**src/rtl/ect_defs.svh**
```systemverilog
// Constants for the event capture timer: codes, divider taps and timing.
`ifndef ECT_DEFS_SVH
`define ECT_DEFS_SVH

// Operating mode codes.
`define ECT_MODE_TEV 2'b00
`define ECT_MODE_WIN 2'b01
`define ECT_MODE_PW  2'b10
`define ECT_MODE_PPG 2'b11

// Start control codes.
`define ECT_START_STOP 2'b00
`define ECT_START_CMD  2'b01
`define ECT_START_RISE 2'b10
`define ECT_START_FALL 2'b11

// Source clock select codes.
`define ECT_CLK_SLOW 2'b00
`define ECT_CLK_MID  2'b01
`define ECT_CLK_FAST 2'b10
`define ECT_CLK_EXT  2'b11

// Divider taps: the source clock is the high-frequency clock over 2^n.
`define ECT_DIV_SLOW 11
`define ECT_DIV_MID  7
`define ECT_DIV_FAST 3
// Low-frequency source is the low-frequency clock over 2^3.
`define ECT_FS_DIV   3

// Pin filter, in high-frequency clock periods (mclk is that clock).
`define ECT_REJECT_FC 4
`define ECT_DETECT_FC 12
`define ECT_FILT_CYC  ((`ECT_REJECT_FC + `ECT_DETECT_FC) / 2)

// Counter reset value and the value a single-edge capture rests at.
`define ECT_CNT_RESET 16'h0000
`define ECT_CNT_REST  16'h0001

`endif

```
**src/rtl/ect_pkg.sv**
```systemverilog
// Types shared by the event capture timer modules.
package ect_pkg;

  // Control fields of the timer control register.
  typedef struct packed {
    logic [1:0] operating_mode_sel;
    logic [1:0] start_control;
    logic [1:0] source_clock_sel;
    logic       auto_capture_en;
    logic       capture_edge_mode;
    logic       trigger_stop_sel;
    logic       divider_tap_sel;
  } ect_ctrl_t;

  // Counter sequencing state.
  typedef enum logic [1:0] {
    ECT_ST_STOP,
    ECT_ST_WAIT,
    ECT_ST_RUN
  } ect_state_t;

endpackage

```
**src/rtl/ect_pin_filter.sv**
```systemverilog
// Input pin synchroniser and noise filter for the count input.
`timescale 1ns/1ps
`default_nettype none

`include "ect_defs.svh"

module ect_pin_filter #(
  parameter int FILT_CYC = `ECT_FILT_CYC
) (
  input  wire logic mclk,      // System clock.
  input  wire logic rst,       // Synchronous reset, active high.
  input  wire logic pin,       // Raw asynchronous pin.
  input  wire logic bypass,    // Low-speed modes skip the filter.
  output logic      level      // Filtered level.
);

  logic       sync1_q;
  logic       sync2_q;
  logic       level_q;
  logic [4:0] run_q;

  ////////////////////////////////////////////////////////////////////////
  // Two flops bring the pin into the clock domain.
  always_ff @(posedge mclk) begin
    if (rst) begin
      sync1_q <= 1'b0;
      sync2_q <= 1'b0;
    end else begin
      sync1_q <= pin;
      sync2_q <= sync1_q;
    end
  end

  ////////////////////////////////////////////////////////////////////////
  // A new level is accepted only after it stands for FILT_CYC samples.
  // With bypass low, short glitches restart the count, so they never reach the timer.
  always_ff @(posedge mclk) begin
    if (rst) begin
      level_q <= 1'b0;
      run_q   <= 5'h00;
    end else if (bypass) begin
      level_q <= sync2_q;
      run_q   <= 5'h00;
    end else if (sync2_q == level_q) begin
      run_q <= 5'h00;
    end else if (run_q == 5'(FILT_CYC - 1)) begin
      level_q <= sync2_q;
      run_q   <= 5'h00;
    end else begin
      run_q <= run_q + 5'h01;
    end
  end

  assign level = level_q;

  // A filtered change must follow a full run of differing samples.
  filt_change_a: assert property (@(posedge mclk) disable iff (rst)
    (!bypass && $changed(level_q)) |-> ($past(run_q) == 5'(FILT_CYC - 1)))
    else $error("Filter passed a pulse that was too short.");

endmodule

`default_nettype wire

```
**src/rtl/ect_timer.sv**
```systemverilog
// Event capture timer: 16-bit up counter with five operating modes.
`timescale 1ns/1ps
`default_nettype none

`include "ect_defs.svh"

// Behaviour
// Timer mode: count ticks, match interrupts and wraps.
// Auto-capture copies counter on every count tick; trigger-start mode never auto-captures.
// Software reads auto-capture only while running.
// Software waits one tick before first read.
// Clock select picks divider tap; low-speed slow only.
// External trigger: counting starts after trigger edge.
// External trigger match clears, halts, interrupts.
// Stop-select: opposite edge clears, halts, no interrupt.
// Without stop-select, extra edges do nothing.
// Pin filter rejects short pulses, bypassed when slow.
// Event mode counts edges; match at opposite edge.
// Source holds each pin level two cycles.
// Window mode counts ticks gated by pin level.
// Window input changes much slower than ticks.
// Single-edge capture: capture, interrupt, rest at one.
// Software picks trigger edge by measured level.
// Double-edge capture: capture at both edges.
// Software reads capture before next trigger edge.
// Software discards first pulse-width capture.
// Mode field selects mode; generator mode idles.
// Start code stop clears; command start runs.
// Sixteen-bit registers; interrupt is one-cycle pulse.
module ect_timer
  import ect_pkg::*;
#(
  parameter int CW       = 16,
  parameter int FILT_CYC = `ECT_FILT_CYC
) (
  input  wire logic      mclk,              // System clock, high freq.
  input  wire logic      rst,               // Synchronous reset.
  input  wire ect_ctrl_t timer_control_reg, // Control fields.
  input  wire logic [CW-1:0] compare_limit_reg, // Match limit.
  input  wire logic      low_speed_mode,    // Low-speed or sleep mode.
  input  wire logic      ext_count_input,   // Raw count/trigger pin.
  input  wire logic      low_freq_clock,    // Raw low-frequency clock.
  output logic [CW-1:0]  capture_reg,       // Captured count.
  output logic [CW-1:0]  count_value,       // Running count.
  output logic           counting,          // Counter is advancing.
  output logic           timer_match_irq    // One-cycle request.
);

  ect_ctrl_t  ctl;
  ect_state_t state_q;
  logic [CW-1:0] cnt_q;
  logic [CW-1:0] cap_q;
  logic          irq_q;
  logic [`ECT_DIV_SLOW-1:0] div_q;
  logic [`ECT_FS_DIV-1:0]   fsdiv_q;
  logic fs_s1_q, fs_s2_q, fs_s3_q;
  logic pin_lvl, pin_prev_q;
  logic rise, fall, trig_edge, opp_edge;
  logic tick, fs_tick, slow_src;
  logic m_timer, m_ext, m_event, m_win, m_pw;
  logic win_lvl, hit, run, cnt_adv, cap_pw;

  assign ctl = timer_control_reg;

  ////////////////////////////////////////////////////////////////////////
  // Count pin passes through the synchroniser and glitch filter.
  ect_pin_filter #(
    .FILT_CYC (FILT_CYC)
  ) u_filter (
    .mclk   (mclk),
    .rst    (rst),
    .pin    (ext_count_input),
    .bypass (low_speed_mode),
    .level  (pin_lvl)
  );

  // Edge detection on the filtered level.
  always_ff @(posedge mclk) begin
    if (rst) begin
      pin_prev_q <= 1'b0;
    end else begin
      pin_prev_q <= pin_lvl;
    end
  end

  assign rise      = pin_lvl & ~pin_prev_q;
  assign fall      = ~pin_lvl & pin_prev_q;
  assign trig_edge = (ctl.start_control == `ECT_START_RISE) ? rise : fall;
  assign opp_edge  = (ctl.start_control == `ECT_START_RISE) ? fall : rise;
  assign win_lvl   = (ctl.start_control == `ECT_START_RISE) ? pin_lvl
                                                             : ~pin_lvl;

  ////////////////////////////////////////////////////////////////////////
  // Free-running prescaler; it never resets with the timer so that the
  // tick phase does not depend on when software starts the counter.
  always_ff @(posedge mclk) begin
    if (rst) begin
      div_q <= '0;
    end else begin
      div_q <= div_q + 1'b1;
    end
  end

  // Low-frequency clock is synchronised, then divided by eight.
  always_ff @(posedge mclk) begin
    if (rst) begin
      fs_s1_q <= 1'b0;
      fs_s2_q <= 1'b0;
      fs_s3_q <= 1'b0;
      fsdiv_q <= '0;
    end else begin
      fs_s1_q <= low_freq_clock;
      fs_s2_q <= fs_s1_q;
      fs_s3_q <= fs_s2_q;
      if (fs_s2_q && !fs_s3_q) begin
        fsdiv_q <= fsdiv_q + 1'b1;
      end
    end
  end

  assign fs_tick  = fs_s2_q && !fs_s3_q && (&fsdiv_q);
  assign slow_src = low_speed_mode || ctl.divider_tap_sel;

  // Source tick select; only the slowest tap works at low speed.
  always_comb begin
    case (ctl.source_clock_sel)
      `ECT_CLK_SLOW: tick = slow_src ? fs_tick : (&div_q);
      `ECT_CLK_MID:  tick = !low_speed_mode
                            && (&div_q[`ECT_DIV_MID-1:0]);
      `ECT_CLK_FAST: tick = !low_speed_mode
                            && (&div_q[`ECT_DIV_FAST-1:0]);
      default:       tick = 1'b0;
    endcase
  end

  ////////////////////////////////////////////////////////////////////////
  // Mode decode from mode field, start code and clock select.
  always_comb begin
    m_timer = 1'b0;
    m_ext   = 1'b0;
    m_event = 1'b0;
    m_win   = 1'b0;
    m_pw    = 1'b0;
    case (ctl.operating_mode_sel)
      `ECT_MODE_TEV: begin
        m_timer = (ctl.start_control == `ECT_START_CMD);
        m_event = ctl.start_control[1]
                  && (ctl.source_clock_sel == `ECT_CLK_EXT);
        m_ext   = ctl.start_control[1]
                  && (ctl.source_clock_sel != `ECT_CLK_EXT);
      end
      `ECT_MODE_WIN: m_win = ctl.start_control[1];
      `ECT_MODE_PW:  m_pw  = ctl.start_control[1];
      default: begin
      end
    endcase
  end

  assign run     = (state_q == ECT_ST_RUN);
  assign hit     = (cnt_q == compare_limit_reg);
  assign cnt_adv = run && ((m_timer && tick) || (m_event && trig_edge)
                           || (m_win && tick && win_lvl));
  assign cap_pw  = run && m_pw
                   && (opp_edge || (!ctl.capture_edge_mode && trig_edge));

  ////////////////////////////////////////////////////////////////////////
  // Counter sequencing. Stop code or generator mode holds it cleared.
  always_ff @(posedge mclk) begin
    if (rst) begin
      state_q <= ECT_ST_STOP;
      cnt_q   <= `ECT_CNT_RESET;
      irq_q   <= 1'b0;
    end else begin
      irq_q <= 1'b0;
      if (!(m_timer || m_ext || m_event || m_win || m_pw)) begin
        state_q <= ECT_ST_STOP;
        cnt_q   <= `ECT_CNT_RESET;
      end else begin
        case (state_q)
          ECT_ST_STOP: begin
            cnt_q   <= `ECT_CNT_RESET;
            state_q <= (m_ext || m_pw) ? ECT_ST_WAIT : ECT_ST_RUN;
          end
          ECT_ST_WAIT: begin
            if (trig_edge) begin
              state_q <= ECT_ST_RUN;
            end
          end
          default: begin
            if (m_timer || m_win) begin
              if (tick && (m_timer || win_lvl)) begin
                if (hit) begin
                  cnt_q <= `ECT_CNT_RESET;
                  irq_q <= 1'b1;
                end else begin
                  cnt_q <= cnt_q + 1'b1;
                end
              end
            end else if (m_event) begin
              if (trig_edge) begin
                cnt_q <= cnt_q + 1'b1;
              end else if (opp_edge && hit) begin
                cnt_q <= `ECT_CNT_RESET;
                irq_q <= 1'b1;
              end
            end else if (m_ext) begin
              // Extra trigger edges fall through untouched.
              if (ctl.trigger_stop_sel && opp_edge) begin
                cnt_q   <= `ECT_CNT_RESET;
                state_q <= ECT_ST_WAIT;
              end else if (tick) begin
                if (hit) begin
                  cnt_q   <= `ECT_CNT_RESET;
                  irq_q   <= 1'b1;
                  state_q <= ECT_ST_WAIT;
                end else begin
                  cnt_q <= cnt_q + 1'b1;
                end
              end
            end else begin
              if (opp_edge) begin
                irq_q <= 1'b1;
                if (ctl.capture_edge_mode) begin
                  // Next measurement starts at one, as the hardware
                  // it mimics leaves the counter resting there.
                  cnt_q   <= `ECT_CNT_REST;
                  state_q <= ECT_ST_WAIT;
                end else if (tick) begin
                  cnt_q <= cnt_q + 1'b1;
                end
              end else if (trig_edge) begin
                irq_q <= 1'b1;
                cnt_q <= `ECT_CNT_RESET;
              end else if (tick) begin
                cnt_q <= cnt_q + 1'b1;
              end
            end
          end
        endcase
      end
    end
  end

  ////////////////////////////////////////////////////////////////////////
  // Capture register: pulse edges, or each timer, event or window count step when enabled.
  always_ff @(posedge mclk) begin
    if (rst) begin
      cap_q <= '0;
    end else if (cap_pw) begin
      cap_q <= cnt_q;
    end else if (ctl.auto_capture_en && cnt_adv) begin
      cap_q <= cnt_q;
    end
  end

  assign capture_reg     = cap_q;
  assign count_value     = cnt_q;
  assign counting        = state_q[1]; // Only the run state sets this bit.
  assign timer_match_irq = irq_q;

  ////////////////////////////////////////////////////////////////////////
  // Checks on the counter and its events.
  timer_wrap_a: assert property (@(posedge mclk) disable iff (rst)
    (run && m_timer && tick && hit)
    |=> (cnt_q == `ECT_CNT_RESET) && irq_q && (state_q == ECT_ST_RUN))
    else $error("Timer match did not wrap with interrupt.");

  auto_cap_a: assert property (@(posedge mclk) disable iff (rst)
    (ctl.auto_capture_en && cnt_adv && !m_pw)
    |=> (cap_q == $past(cnt_q)))
    else $error("Auto-capture missed a count step.");

  slow_tap_a: assert property (@(posedge mclk) disable iff (rst)
    (low_speed_mode && (ctl.source_clock_sel != `ECT_CLK_SLOW))
    |-> !tick)
    else $error("Fast tap ticked in low-speed mode.");

  ext_start_a: assert property (@(posedge mclk) disable iff (rst)
    (m_ext && (state_q == ECT_ST_WAIT)) |=>
    ($stable(cnt_q) && ((state_q == ECT_ST_RUN) == $past(trig_edge))))
    else $error("Trigger wait misbehaved.");

  ext_match_a: assert property (@(posedge mclk) disable iff (rst)
    (m_ext && run && tick && hit
     && !(ctl.trigger_stop_sel && opp_edge))
    |=> irq_q && (cnt_q == `ECT_CNT_RESET) && (state_q == ECT_ST_WAIT))
    else $error("Trigger match did not halt.");

  ext_abort_a: assert property (@(posedge mclk) disable iff (rst)
    (m_ext && run && ctl.trigger_stop_sel && opp_edge)
    |=> !irq_q && (cnt_q == `ECT_CNT_RESET) && (state_q == ECT_ST_WAIT))
    else $error("Opposite edge did not abort quietly.");

  ext_ignore_a: assert property (@(posedge mclk) disable iff (rst)
    (m_ext && run && !ctl.trigger_stop_sel && (rise || fall) && !tick)
    |=> $stable(cnt_q) && (state_q == ECT_ST_RUN) && !irq_q)
    else $error("Edge disturbed trigger-start counting.");

  event_cnt_a: assert property (@(posedge mclk) disable iff (rst)
    (m_event && run && trig_edge) |=> (cnt_q == $past(cnt_q) + 1'b1)
    ##1 !irq_q)
    else $error("Event edge did not count.");

  window_gate_a: assert property (@(posedge mclk) disable iff (rst)
    (m_win && run && !(tick && win_lvl)) |=> $stable(cnt_q))
    else $error("Window counted outside its gate.");

  pw_single_a: assert property (@(posedge mclk) disable iff (rst)
    (m_pw && run && ctl.capture_edge_mode && opp_edge)
    |=> irq_q && (cnt_q == `ECT_CNT_REST) && (cap_q == $past(cnt_q))
        && (state_q == ECT_ST_WAIT))
    else $error("Single-edge capture wrong.");

  pw_double_a: assert property (@(posedge mclk) disable iff (rst)
    (m_pw && run && !ctl.capture_edge_mode && trig_edge)
    |=> irq_q && (cnt_q == `ECT_CNT_RESET) && (cap_q == $past(cnt_q))
        && (state_q == ECT_ST_RUN))
    else $error("Double-edge cycle capture wrong.");

  ppg_idle_a: assert property (@(posedge mclk) disable iff (rst)
    (ctl.operating_mode_sel == `ECT_MODE_PPG)
    |=> (state_q == ECT_ST_STOP) && !irq_q)
    else $error("Generator mode did not idle.");

  stop_clear_a: assert property (@(posedge mclk) disable iff (rst)
    (ctl.start_control == `ECT_START_STOP)
    |=> (cnt_q == `ECT_CNT_RESET) && !run)
    else $error("Stop code did not clear counter.");

  irq_pulse_a: assert property (@(posedge mclk) disable iff (rst)
    irq_q |=> !irq_q)
    else $error("Interrupt held longer than one cycle.");

endmodule

`default_nettype wire

```
**config.mk**
```make
export PLATFORM = sky130hd
export DESIGN_NAME = ect_timer
export DESIGN_NICKNAME = d
export VERILOG_FILES = /design/src/rtl/ect_pkg.sv /design/src/rtl/ect_pin_filter.sv /design/src/rtl/ect_timer.sv
export VERILOG_INCLUDE_DIRS = /design/src /design/src/rtl
export SDC_FILE = /design/constraint.sdc
export NUM_CORES = 1
export LEC_CHECK = 0
export BUFFER_PORTS_ARGS = -buffer_cell sky130_fd_sc_hd__buf_2
export CORE_MARGIN = 8
export CORE_UTILIZATION = 50
export CTS_CLUSTER_DIAMETER = 80
export DETAILED_ROUTE_END_ITERATION = 7
export PLACE_DENSITY_LB_ADDON = 0.05
export SLEW_MARGIN = 10
export SYNTH_ARGS = -nofsm -noshare
export SYNTH_HDL_FRONTEND = slang
export SYNTH_SLANG_ARGS = --single-unit
```
**constraint.sdc**
```tcl
create_clock -name mclk -period 3.2 [get_ports mclk]
set_clock_uncertainty 0.2 [all_clocks]
set_input_delay 0.96 -clock mclk [delete_from_list [all_inputs] [get_ports mclk]]
set_output_delay 0.96 -clock mclk [all_outputs]
set_load 0.02 [all_outputs]
```
==> results.toml, run 1 <==
[sta]
setup_violations = 0
setup_slack_ps = 191
maxSlewHeadroom_pct = 65.8
tns_ps = 0
tightest_slew_ps = 509
fmax_mhz = 332
min_period_ps = 3010
rsz0062_at_grt = "no"
period_share_pct = 94.0
slew_viol_final = 0
hold_viol = 0

[grt]
grt_max_degree = 45
grt_pass1_wl_microns = 18100
antenna_found_initial = 0
grt.overflow.total = 0
grt_usage_pct = 20.4
grt_pass1_vias = 3652

[synth]
synth-xor-area-share_pct = 7.70
synth-seq-area-share_pct = 31.6
synth_top_family_by_area = "simple AND/OR/NAND/NOR gates"
synth_ff_type = "dfxtp_1"
synth_top_area_share_pct = 31.6
syn_nets = 480
ys_top_cells_by_count = "61 x dfxtp_1, 45 x nor2_1, 36 x nand2b_1"
async_flop_share_pct = 0
yosysTopAreaCell = "dfxtp_1"
yosysWarnings = 0
synthCells = 440
synth_compound_area_share_pct = 20.7
synth.distinct_cells = 80
synth_seq_cells = 61
synth.most_common_cell = "dfxtp_1"
netlist_top_cells_area = "dfxtp_1 32%, nand2b_1 5.8%, xor2_1 5.2%, mux2i_1 5.2%, nor2_1 4.4%"
avgSynthCellArea_sq_um = 8.79
synth_mux_area_share_pct = 6.92
synth-simple-area-share_pct = 25.7
synth_enable_flop_cells = 0
synth_fa_ha_area_share_pct = 2.91
syn_area_sq_um = 3870

[worst_setup_path]
path_class = "in -> reg"
cp.arrival_ps = 3040
critPathMaxFanout = 10
crit_path_top_delay_cell = "o21ai_2"
end_kind = "flop"
slowest_delay_ps = 440
worstPathRequired_ps = 3230
start_kind = "primary input"
cp_cell_sequence = "buf_2 -> nand2b_1 -> mux2i_4 -> nand3_1 -> o21a_1 -> o21ai_2 -> o31ai_1 -> a22o_1"

[layout]
area_delta_synth_final_pct = 23.3
fillCellCount = 673
drive_gt1_share_pct = 27.9
nets = 583
antennaDiodeCount = 0

[floorplanning]
core_sq_um = 7610
ioPinCount = 65
fp.dieArea_sq_um = 10800
die_h_microns = 104
initial_core_util_pct = 50.9
floorplan.rows = 32
die_x_microns = 104

[place]
place_congestion = 0.894
io_buffers = 64
dp_slack_ps = -148
dpl.hpwl_microns = 8470

[clock_tree]
path_clk_slew_ps = 70
cts_hold_buf = 0
cts_resized = 0
cts.htree.levels = 3
cts_tree = "built"
cts_buffer_depth = 2
root_buffer = "clkbuf_8"
clkLatencyLatePin_ps = 340
cts_inserted_buffers = 9
post-cts-setup-buffer-count = 0
cts.sinks = 61

[route]
drc = 0
drt_iter0_markers = 266
wire_per_inst_microns = 17.1
drt_wl_total_microns = 11100
via_per_inst = 5.67
vias = 3684
drtAntennaViolNets = 0
dr.pass1.iters = 4

[outcome]
status = "finished clean"

[power_and_ir_drop]
p_leak_nw = 2.01
ir_drop_v = 0.000243
power_density_nw_per_um2 = 353
finalPower_mw = 1.68

[worst_hold_path]
hold_class = "reg -> reg"

[flow_run]
maxCapViolations = 0
==> cells by family after synthesis <==
group,count (synthesis)
fa+ha+maj,9
flops,61
xor+xnor,34
buf+inv,33
compound gates,102
simple gates,177
mux,24
==> power by group <==
part | total, mW | switching (mW) | internal, mW
logic | 0.204 | 0.112 | 0.0921
clock network | 0.701 | 0.319 | 0.383
registers | 0.778 | 0.00921 | 0.769
==> layer usage <==
metal / GRT usage [%] / vias to the layer above / routed length, microns
li1: - / 1795 / -
met1: 23.5 / 1726 / 4920
met2: 34.8 / 140 / 5190
met3: 4.65 / 23 / 700
met4: 10.1 / 0 / 283
met5: 0 / - / 0
==> cell usage in the layout, fill, tap and decap left out, types with 15 or more instances in the layout <==
master / count
buf_2: 64
dfxtp_1: 61
nor2_1: 45
buf_4: 44
nand2b_1: 36
xor2_1: 23
nand2_1: 20
mux2i_1: 20
a21oi_1: 18
inv_1: 15
nand3_1: 15
==> cell type report <==
type / count / area, sq um / area share, %
Tap cell: 102 / 128 / 2.68
Sequential cell: 61 / 1220 / 25.6
Clock buffer: 11 / 141 / 2.97
Inverter: 15 / 56.3 / 1.18
Multi-Input combinational cell: 346 / 2470 / 51.8
Timing Repair Buffer: 110 / 691 / 14.5
Clock inverter: 5 / 58.8 / 1.23
==> path summary, 6_finish.rpt <==
path / from / end / slack, ps / cells after the start
min reg2reg: fs_s1_q$_SDFF_PP0_ / fs_s2_q$_SDFF_PP0_ / 240 / 1
min: fs_s1_q$_SDFF_PP0_ / fs_s2_q$_SDFF_PP0_ / 240 / 1
max: timer_control_reg[6] / count_value[6]$_SDFFE_PP0P_ / 190 / 8
max reg2reg: count_value[3]$_SDFFE_PP0P_ / count_value[6]$_SDFFE_PP0P_ / 430 / 8
==> stage by stage <==
stage	utilization [%]	cell area, sq um	hold WS, ps	cells
3_3_place_gp	60.0	4570	218	634
5_1_grt	62.7	4770	265	650
2_1_floorplan	-	3870	214	440
6_report	62.7	4770	243	650
4_1_cts	62.7	4770	251	650
3_5_place_dp	60.0	4570	238	634
==> worst max-delay path, delay by kind of cell <==
kind | cells | cell delay (ps)
multiplexers | 1 | 410
AO/OA/AOI/OAI | 4 | 1070
buffers and inverters | 1 | 100
AND/OR/NAND/NOR | 2 | 500
(Power assumes the default switching activity.)
==> run 2: changes to the inputs <==
--- a/config.mk
+++ b/config.mk
@@ -6,6 +6,7 @@
 export SDC_FILE = /design/constraint.sdc
 export NUM_CORES = 1
 export LEC_CHECK = 0
+export ABC_AREA = 1
 export BUFFER_PORTS_ARGS = -buffer_cell sky130_fd_sc_hd__buf_2
 export CORE_MARGIN = 8
 export CORE_UTILIZATION = 50
==> constraint.sdc (replaced) <==
create_clock -name mclk -period 3.2 [get_ports mclk]
set_clock_uncertainty 0.2 [all_clocks]
set_input_delay 0.96 -clock mclk [delete_from_list [all_inputs] [get_ports mclk]]
set_output_delay 0.96 -clock mclk [all_outputs]
set_load 0.005 [all_outputs]
==> run 2 against run 1 <==
  * Final cell count rose by 29%
  * Core utilization fell by 4.6 points
  * Die area rose by 4.4%
  * Via count is 18% higher
  * Sequential power increased by 0.6%
  * Critical endpoint is now count_value[0]$_SDFFE_PP0P_
  * Highest routed layer unchanged
==> results.toml, run 2 <==
[sta]
tightest_slew_ps = 726
hold_ws_ps = 221
maxSlewHeadroom_pct = 51.5
setup_violations = 0
tns_ps = 0
min_period_ps = 2710
fmax_mhz = 369
slew_viol_final = 0
hold_viol = 0
setup_slack_ps = 489
period_share_pct = 84.7
rsz0062_at_grt = "no"

[synth]
synth_seq_cells = 61
syn_nets = 705
synth_top_area_share_pct = 30.0
synth_enable_flop_cells = 0
ys_top_cells_by_count = "182 x nand2_1, 86 x nor2_1, 78 x inv_1"
synth.distinct_cells = 38
async_flop_share_pct = 0
synthCells = 665
netlist_top_cells_area = "dfxtp_1 30%, nand2_1 17%, nor2_1 7.9%, inv_1 7.2%, nand3_1 6.6%"
synth-seq-area-share_pct = 30.0
yosysWarnings = 0
yosysTopAreaCell = "dfxtp_1"
avgSynthCellArea_sq_um = 6.12
synth.most_common_cell = "nand2_1"
syn_area_sq_um = 4070
synth_ff_type = "dfxtp_1"

[power_and_ir_drop]
internal_power_mw = 1.16
power_density_nw_per_um2 = 358
switching_power_uw = 519
p_leak_nw = 2.43
ir_drop_v = 0.000174
swShare_pct = 31.0
clockPowerShare_pct = 39.4
seqPwrFrac_pct = 46.7
p_comb_share_pct = 13.9
finalPower_mw = 1.68

[grt]
antenna_found_initial = 0
grt_max_degree = 27
met1_usage_pct = 27.3
grt.overflow.total = 0
grtUsageMet2_pct = 33.6
grt.met3_usage_pct = 4.42
busiest_layer = "met2"
grt_pass1_wl_microns = 19600
grt_pass1_vias = 4095
grt_usage_pct = 21.0

[route]
vias = 4333
drc = 0
wire_per_inst_microns = 14.0
drtAntennaViolNets = 0
via_per_inst = 5.15
drt_wl_total_microns = 11800
drt_iter0_markers = 303
dr.pass1.iters = 5

[floorplanning]
core_sq_um = 8050
fp.dieArea_sq_um = 11300
initial_core_util_pct = 50.5
ioPinCount = 65
floorplan.rows = 33
die_h_microns = 106
die_x_microns = 106

[worst_hold_path]
hold_class = "reg -> reg"

[layout]
nets = 771
area_delta_synth_final_pct = 14.9
final_cell_mix = "182 x nand2_1, 86 x nor2_1, 78 x inv_1"
layout_commonest_cell = "nand2_1"
antennaDiodeCount = 0
fin_util_pct = 58.1
drive_gt1_share_pct = 18.9

[clock_tree]
cts_buffer_depth = 2
path_clk_slew_ps = 80
post-cts-setup-buffer-count = 0
cts_inserted_buffers = 9
cts_hold_buf = 0
cts.sinks = 61
cts_tree = "built"
cts_resized = 0
cts.htree.levels = 3
root_buffer = "clkbuf_8"
clkLatencyLatePin_ps = 350

[place]
io_buffers = 64
dp_slack_ps = 172
dpl.hpwl_microns = 8700
place_congestion = 0.947

[worst_setup_path]
path_class = "in -> reg"
cp.arrival_ps = 2790
critPathMaxFanout = 23
worstPathRequired_ps = 3280
start_kind = "primary input"
end_kind = "flop"

[outcome]
status = "finished clean"

[flow_run]
maxCapViolations = 0
-- run 2: power by group through the flow --
| stage | Combinational (mW) | Clock [mW] | Sequential [mW] |
|---|---|---|---|
| floorplan | 0.158 | 0 | 0.798 |
| global placement | 0.226 | 0 | 0.800 |
| detailed placement | 0.231 | 0 | 0.800 |
| CTS | 0.232 | 0.673 | 0.783 |
| global route | 0.264 | 0.700 | 0.784 |
| finish | 0.233 | 0.659 | 0.783 |
-- run 2: worst max-delay path, cell delays in order --
cell,delay [ps]
buf_2,100
inv_1,60
nand2_1,70
inv_1,60
nand2_1,110
nor2_1,250
nand2_1,170
o21ai_1,200
inv_1,110
nand2_4,250
buf_4,190
nand3_1,70
a21oi_1,170
-- run 2: cells by family (layout without fill, tap and decap cells) --
logic type	after synthesis	count (layout)	share of synthesized area (%)
DFF	61	61	30.0
adders and majority gates	9	9	2.77
and+or+nand+nor	368	368	39.2
AOI/OAI and AO/OA	96	96	13.0
xor gates and xnor gates	14	14	3.01
buffers and inverters	117	188	12.1
-- run 2: per-layer routing --
layer | share of wire, % | routed length (microns)
met4 | 1.3 | 150
met1 | 47 | 5480
met5 | 0 | 0
met2 | 46 | 5460
met3 | 5.7 | 674
-- run 2: metrics by stage --
| step | cells | instance area (sq um) |
|---|---|---|
| floorplan | 665 | 4070 |
| global placement | 825 | 4490 |
| detailed placement | 825 | 4490 |
| CTS | 841 | 4670 |
| global route | 841 | 4670 |
| finish | 841 | 4670 |
-- run 2: final timing paths --
kind                               start                           to  slack, ps  cells past startpoint
max                 timer_control_reg[8]  count_value[0]$_SDFFE_PP0P_        490                     13
min          u_filter.sync1_q$_SDFF_PP0_  u_filter.sync2_q$_SDFF_PP0_        220                      2
max reg2reg          div_q[0]$_SDFF_PP0_  capture_reg[1]$_SDFFE_PP0P_        660                     14
min reg2reg  u_filter.sync1_q$_SDFF_PP0_  u_filter.sync2_q$_SDFF_PP0_        220                      2
-- run 2: layout make-up --
class / instances / area (sq um)
clock buffers: 10 / 138
clock inverters: 6 / 47.5
fillers: 803 / 3380
inverters: 95 / 362
multi-input cells: 487 / 2360
flip-flops and latches: 61 / 1220
well taps: 105 / 131
repair buffers: 77 / 418
==> run 3: changes to the inputs <==
--- a/config.mk
+++ b/config.mk
@@ -6,7 +6,7 @@
 export SDC_FILE = /design/constraint.sdc
 export NUM_CORES = 1
 export LEC_CHECK = 0
-export ABC_AREA = 1
+export ABC_AREA = 0
 export BUFFER_PORTS_ARGS = -buffer_cell sky130_fd_sc_hd__buf_2
 export CORE_MARGIN = 8
 export CORE_UTILIZATION = 50
==> constraint.sdc (replaced) <==
create_clock -name mclk -period 2.7 [get_ports mclk]
set_clock_uncertainty 0.2 [all_clocks]
set_input_delay 0.81 -clock mclk [delete_from_list [all_inputs] [get_ports mclk]]
set_output_delay 0.81 -clock mclk [all_outputs]
set_load 0.005 [all_outputs]
==> run 3 against run 2 <==
  * The run now ends with setup timing left
  * Largest power group unchanged
  * Core utilization up 13 points
  * Largest cell class unchanged
  * Count of clock-buffer cells in the layout unchanged
  * Highest routed layer unchanged
  * Critical path depth shrank 3
  * Worst setup slack got worse by 520 ps
  * Sequential power is 18% higher
  * First-iteration DRC count decreased by 41%
  * Via count fell by 11%
  * Clock power rose by 22%
  * Die area shrank 4.2%
  * Critical endpoint is now count_value[10]$_SDFFE_PP0P_
  * Worst hold slack improved by 6.1 ps
  * Register-to-register slack got worse by 590 ps
  * Critical path type unchanged
  * Cell area rose by 15%
==> results.toml, run 3 (same netlist as run 1, synthesis figures left out) <==
[route]
drt_iter0_markers = 180
via_per_inst = 5.54
top_layer = "met4"
met1_length_microns = 5080
drt_wl_total_microns = 11800
drtAntennaViolNets = 0
wire_per_inst_microns = 16.9
dr_wl_met2_microns = 5760
vias = 3875
dr.pass1.iters = 4
wl_met3_microns = 615
drc = 0

[layout]
final_cell_mix = "85 x buf_4, 62 x buf_2, 61 x dfxtp_1"
area_delta_synth_final_pct = 38.9
layout_commonest_cell = "buf_4"
fin_util_pct = 70.7
fillCellCount = 633
drive_gt1_share_pct = 38.5
final_cell_count_no_fill = 699
regArea_sq_um = 1220
antennaDiodeCount = 0
nets = 633
multi_input_area_sq_um = 2650

[sta]
hold_viol = 0
setup_violations = 3
rsz0062_at_grt = "yes"
hold_ws_ps = 228
slew_viol_final = 0
maxSlewHeadroom_pct = 71.5
setup_slack_ps = -32.0
min_period_ps = 2730
fmax_mhz = 366
tightest_slew_ps = 427
period_share_pct = 101

[grt]
grt_max_degree = 55
antenna_found_initial = 0
grt_pass1_wl_microns = 18900
grt_usage_pct = 21.0
grt_pass1_vias = 3882
grt.overflow.total = 0

[floorplanning]
fp.dieArea_sq_um = 10800
initial_core_util_pct = 50.9
die_h_microns = 104
core_sq_um = 7610
die_x_microns = 104
floorplan.rows = 32
ioPinCount = 65

[worst_hold_path]
min_path_cells = 1
hold_class = "reg -> reg"

[clock_tree]
path_clk_slew_ps = 70
cts.htree.levels = 3
root_buffer = "clkbuf_8"
cts_tree = "built"
clkLatencyLatePin_ps = 340
cts_inserted_buffers = 9
cts.sinks = 61
cts_buffer_depth = 2

[power_and_ir_drop]
swShare_pct = 26.9
seqPwrFrac_pct = 45.3
clockPowerShare_pct = 39.6
p_comb_share_pct = 15.1
power_density_nw_per_um2 = 378
ir_drop_v = 0.000371
internal_power_mw = 1.48
finalPower_mw = 2.03
switching_power_uw = 545
p_leak_nw = 2.31

[worst_setup_path]
critPathMaxFanout = 7
end_kind = "flop"
path_class = "in -> reg"
worstPathRequired_ps = 2740
cp.arrival_ps = 2770
start_kind = "primary input"
reg2reg_depth = 9

[place]
dp_cells = 677
io_buffers = 64
place_congestion = 0.903
dpl.hpwl_microns = 8840

[outcome]
violations = "setup timing"
status = "finished, violations left"

[flow_run]
maxCapViolations = 0
run 3: changes by cell type in the layout (fill, tap and decap cells not counted), sizes merged, moves of 10 or more:
cell    delta
a21oi     -21
buf       +82
inv       -78
mux2i     +22
nand2    -167
nand2b    +36
nand3     -40
nor2      -56
nor3      -10
nor4      +10
o21ai     -31
xnor2     +11
run 3: metal layers:
layer / track usage (%) / vias to the layer above
li1: - / 1900
met1: 24.7 / 1834
met2: 36.3 / 117
met3: 4.21 / 24
met4: 8.69 / 0
met5: 0 / -
run 3: area by class of cell:
class / instances / share of cell area (%)
Multi-Input combinational cell: 346 / 49.2
Sequential cell: 61 / 22.7
Timing Repair Buffer: 160 / 21.1
Clock buffer: 10 / 2.37
Tap cell: 102 / 2.37
Clock inverter: 5 / 1.16
Inverter: 15 / 1.05
run 3: timing repair:
item                       in CTS  in global routing
hold buffers                    0                  0
pin swaps                       3                 13
setup endpoints to repair      18                 29
gates cloned                    0                  1
resized for setup               3                 33
buffers inserted                2                  4
run 3: final timing paths:
path                        start                           end  slack (ps)
max          timer_control_reg[9]  count_value[10]$_SDFFE_PP0P_         -30
min            fs_s1_q$_SDFF_PP0_            fs_s2_q$_SDFF_PP0_         230
max reg2reg   div_q[0]$_SDFF_PP0_  count_value[14]$_SDFFE_PP0P_          70
min reg2reg    fs_s1_q$_SDFF_PP0_            fs_s2_q$_SDFF_PP0_         230
run 3: critical path, stage by stage:
cell,delay (ps)
buf_6,100
or4b_4,540
buf_6,140
and3_4,160
o211ai_1,180
buf_4,200
a21oi_4,60
o31ai_2,300
o32ai_2,130
a21o_1,160
run 3: power by group through the flow:
| stage | clock network [mW] | registers (mW) | logic (mW) |
|---|---|---|---|
| detailed placement | 0 | 0.941 | 0.276 |
| finish | 0.804 | 0.921 | 0.306 |
| floorplan | 0 | 0.939 | 0.149 |
| CTS | 0.818 | 0.921 | 0.280 |
| global placement | 0 | 0.941 | 0.273 |
| global route | 0.851 | 0.922 | 0.334 |
run 3: metrics by stage:
| stage | worst slack, ps | cell area [sq um] | setup TNS [ps] |
|---|---|---|---|
| 2_1_floorplan | -125 | 3930 | -2220 |
| 3_5_place_dp | -430 | 4960 | -11400 |
| 6_report | -32.0 | 5380 | -71.2 |
| 4_1_cts | -27.8 | 5180 | -30.2 |
| 5_1_grt | -103 | 5380 | -560 |
| 3_3_place_gp | -368 | 4960 | -11260 |
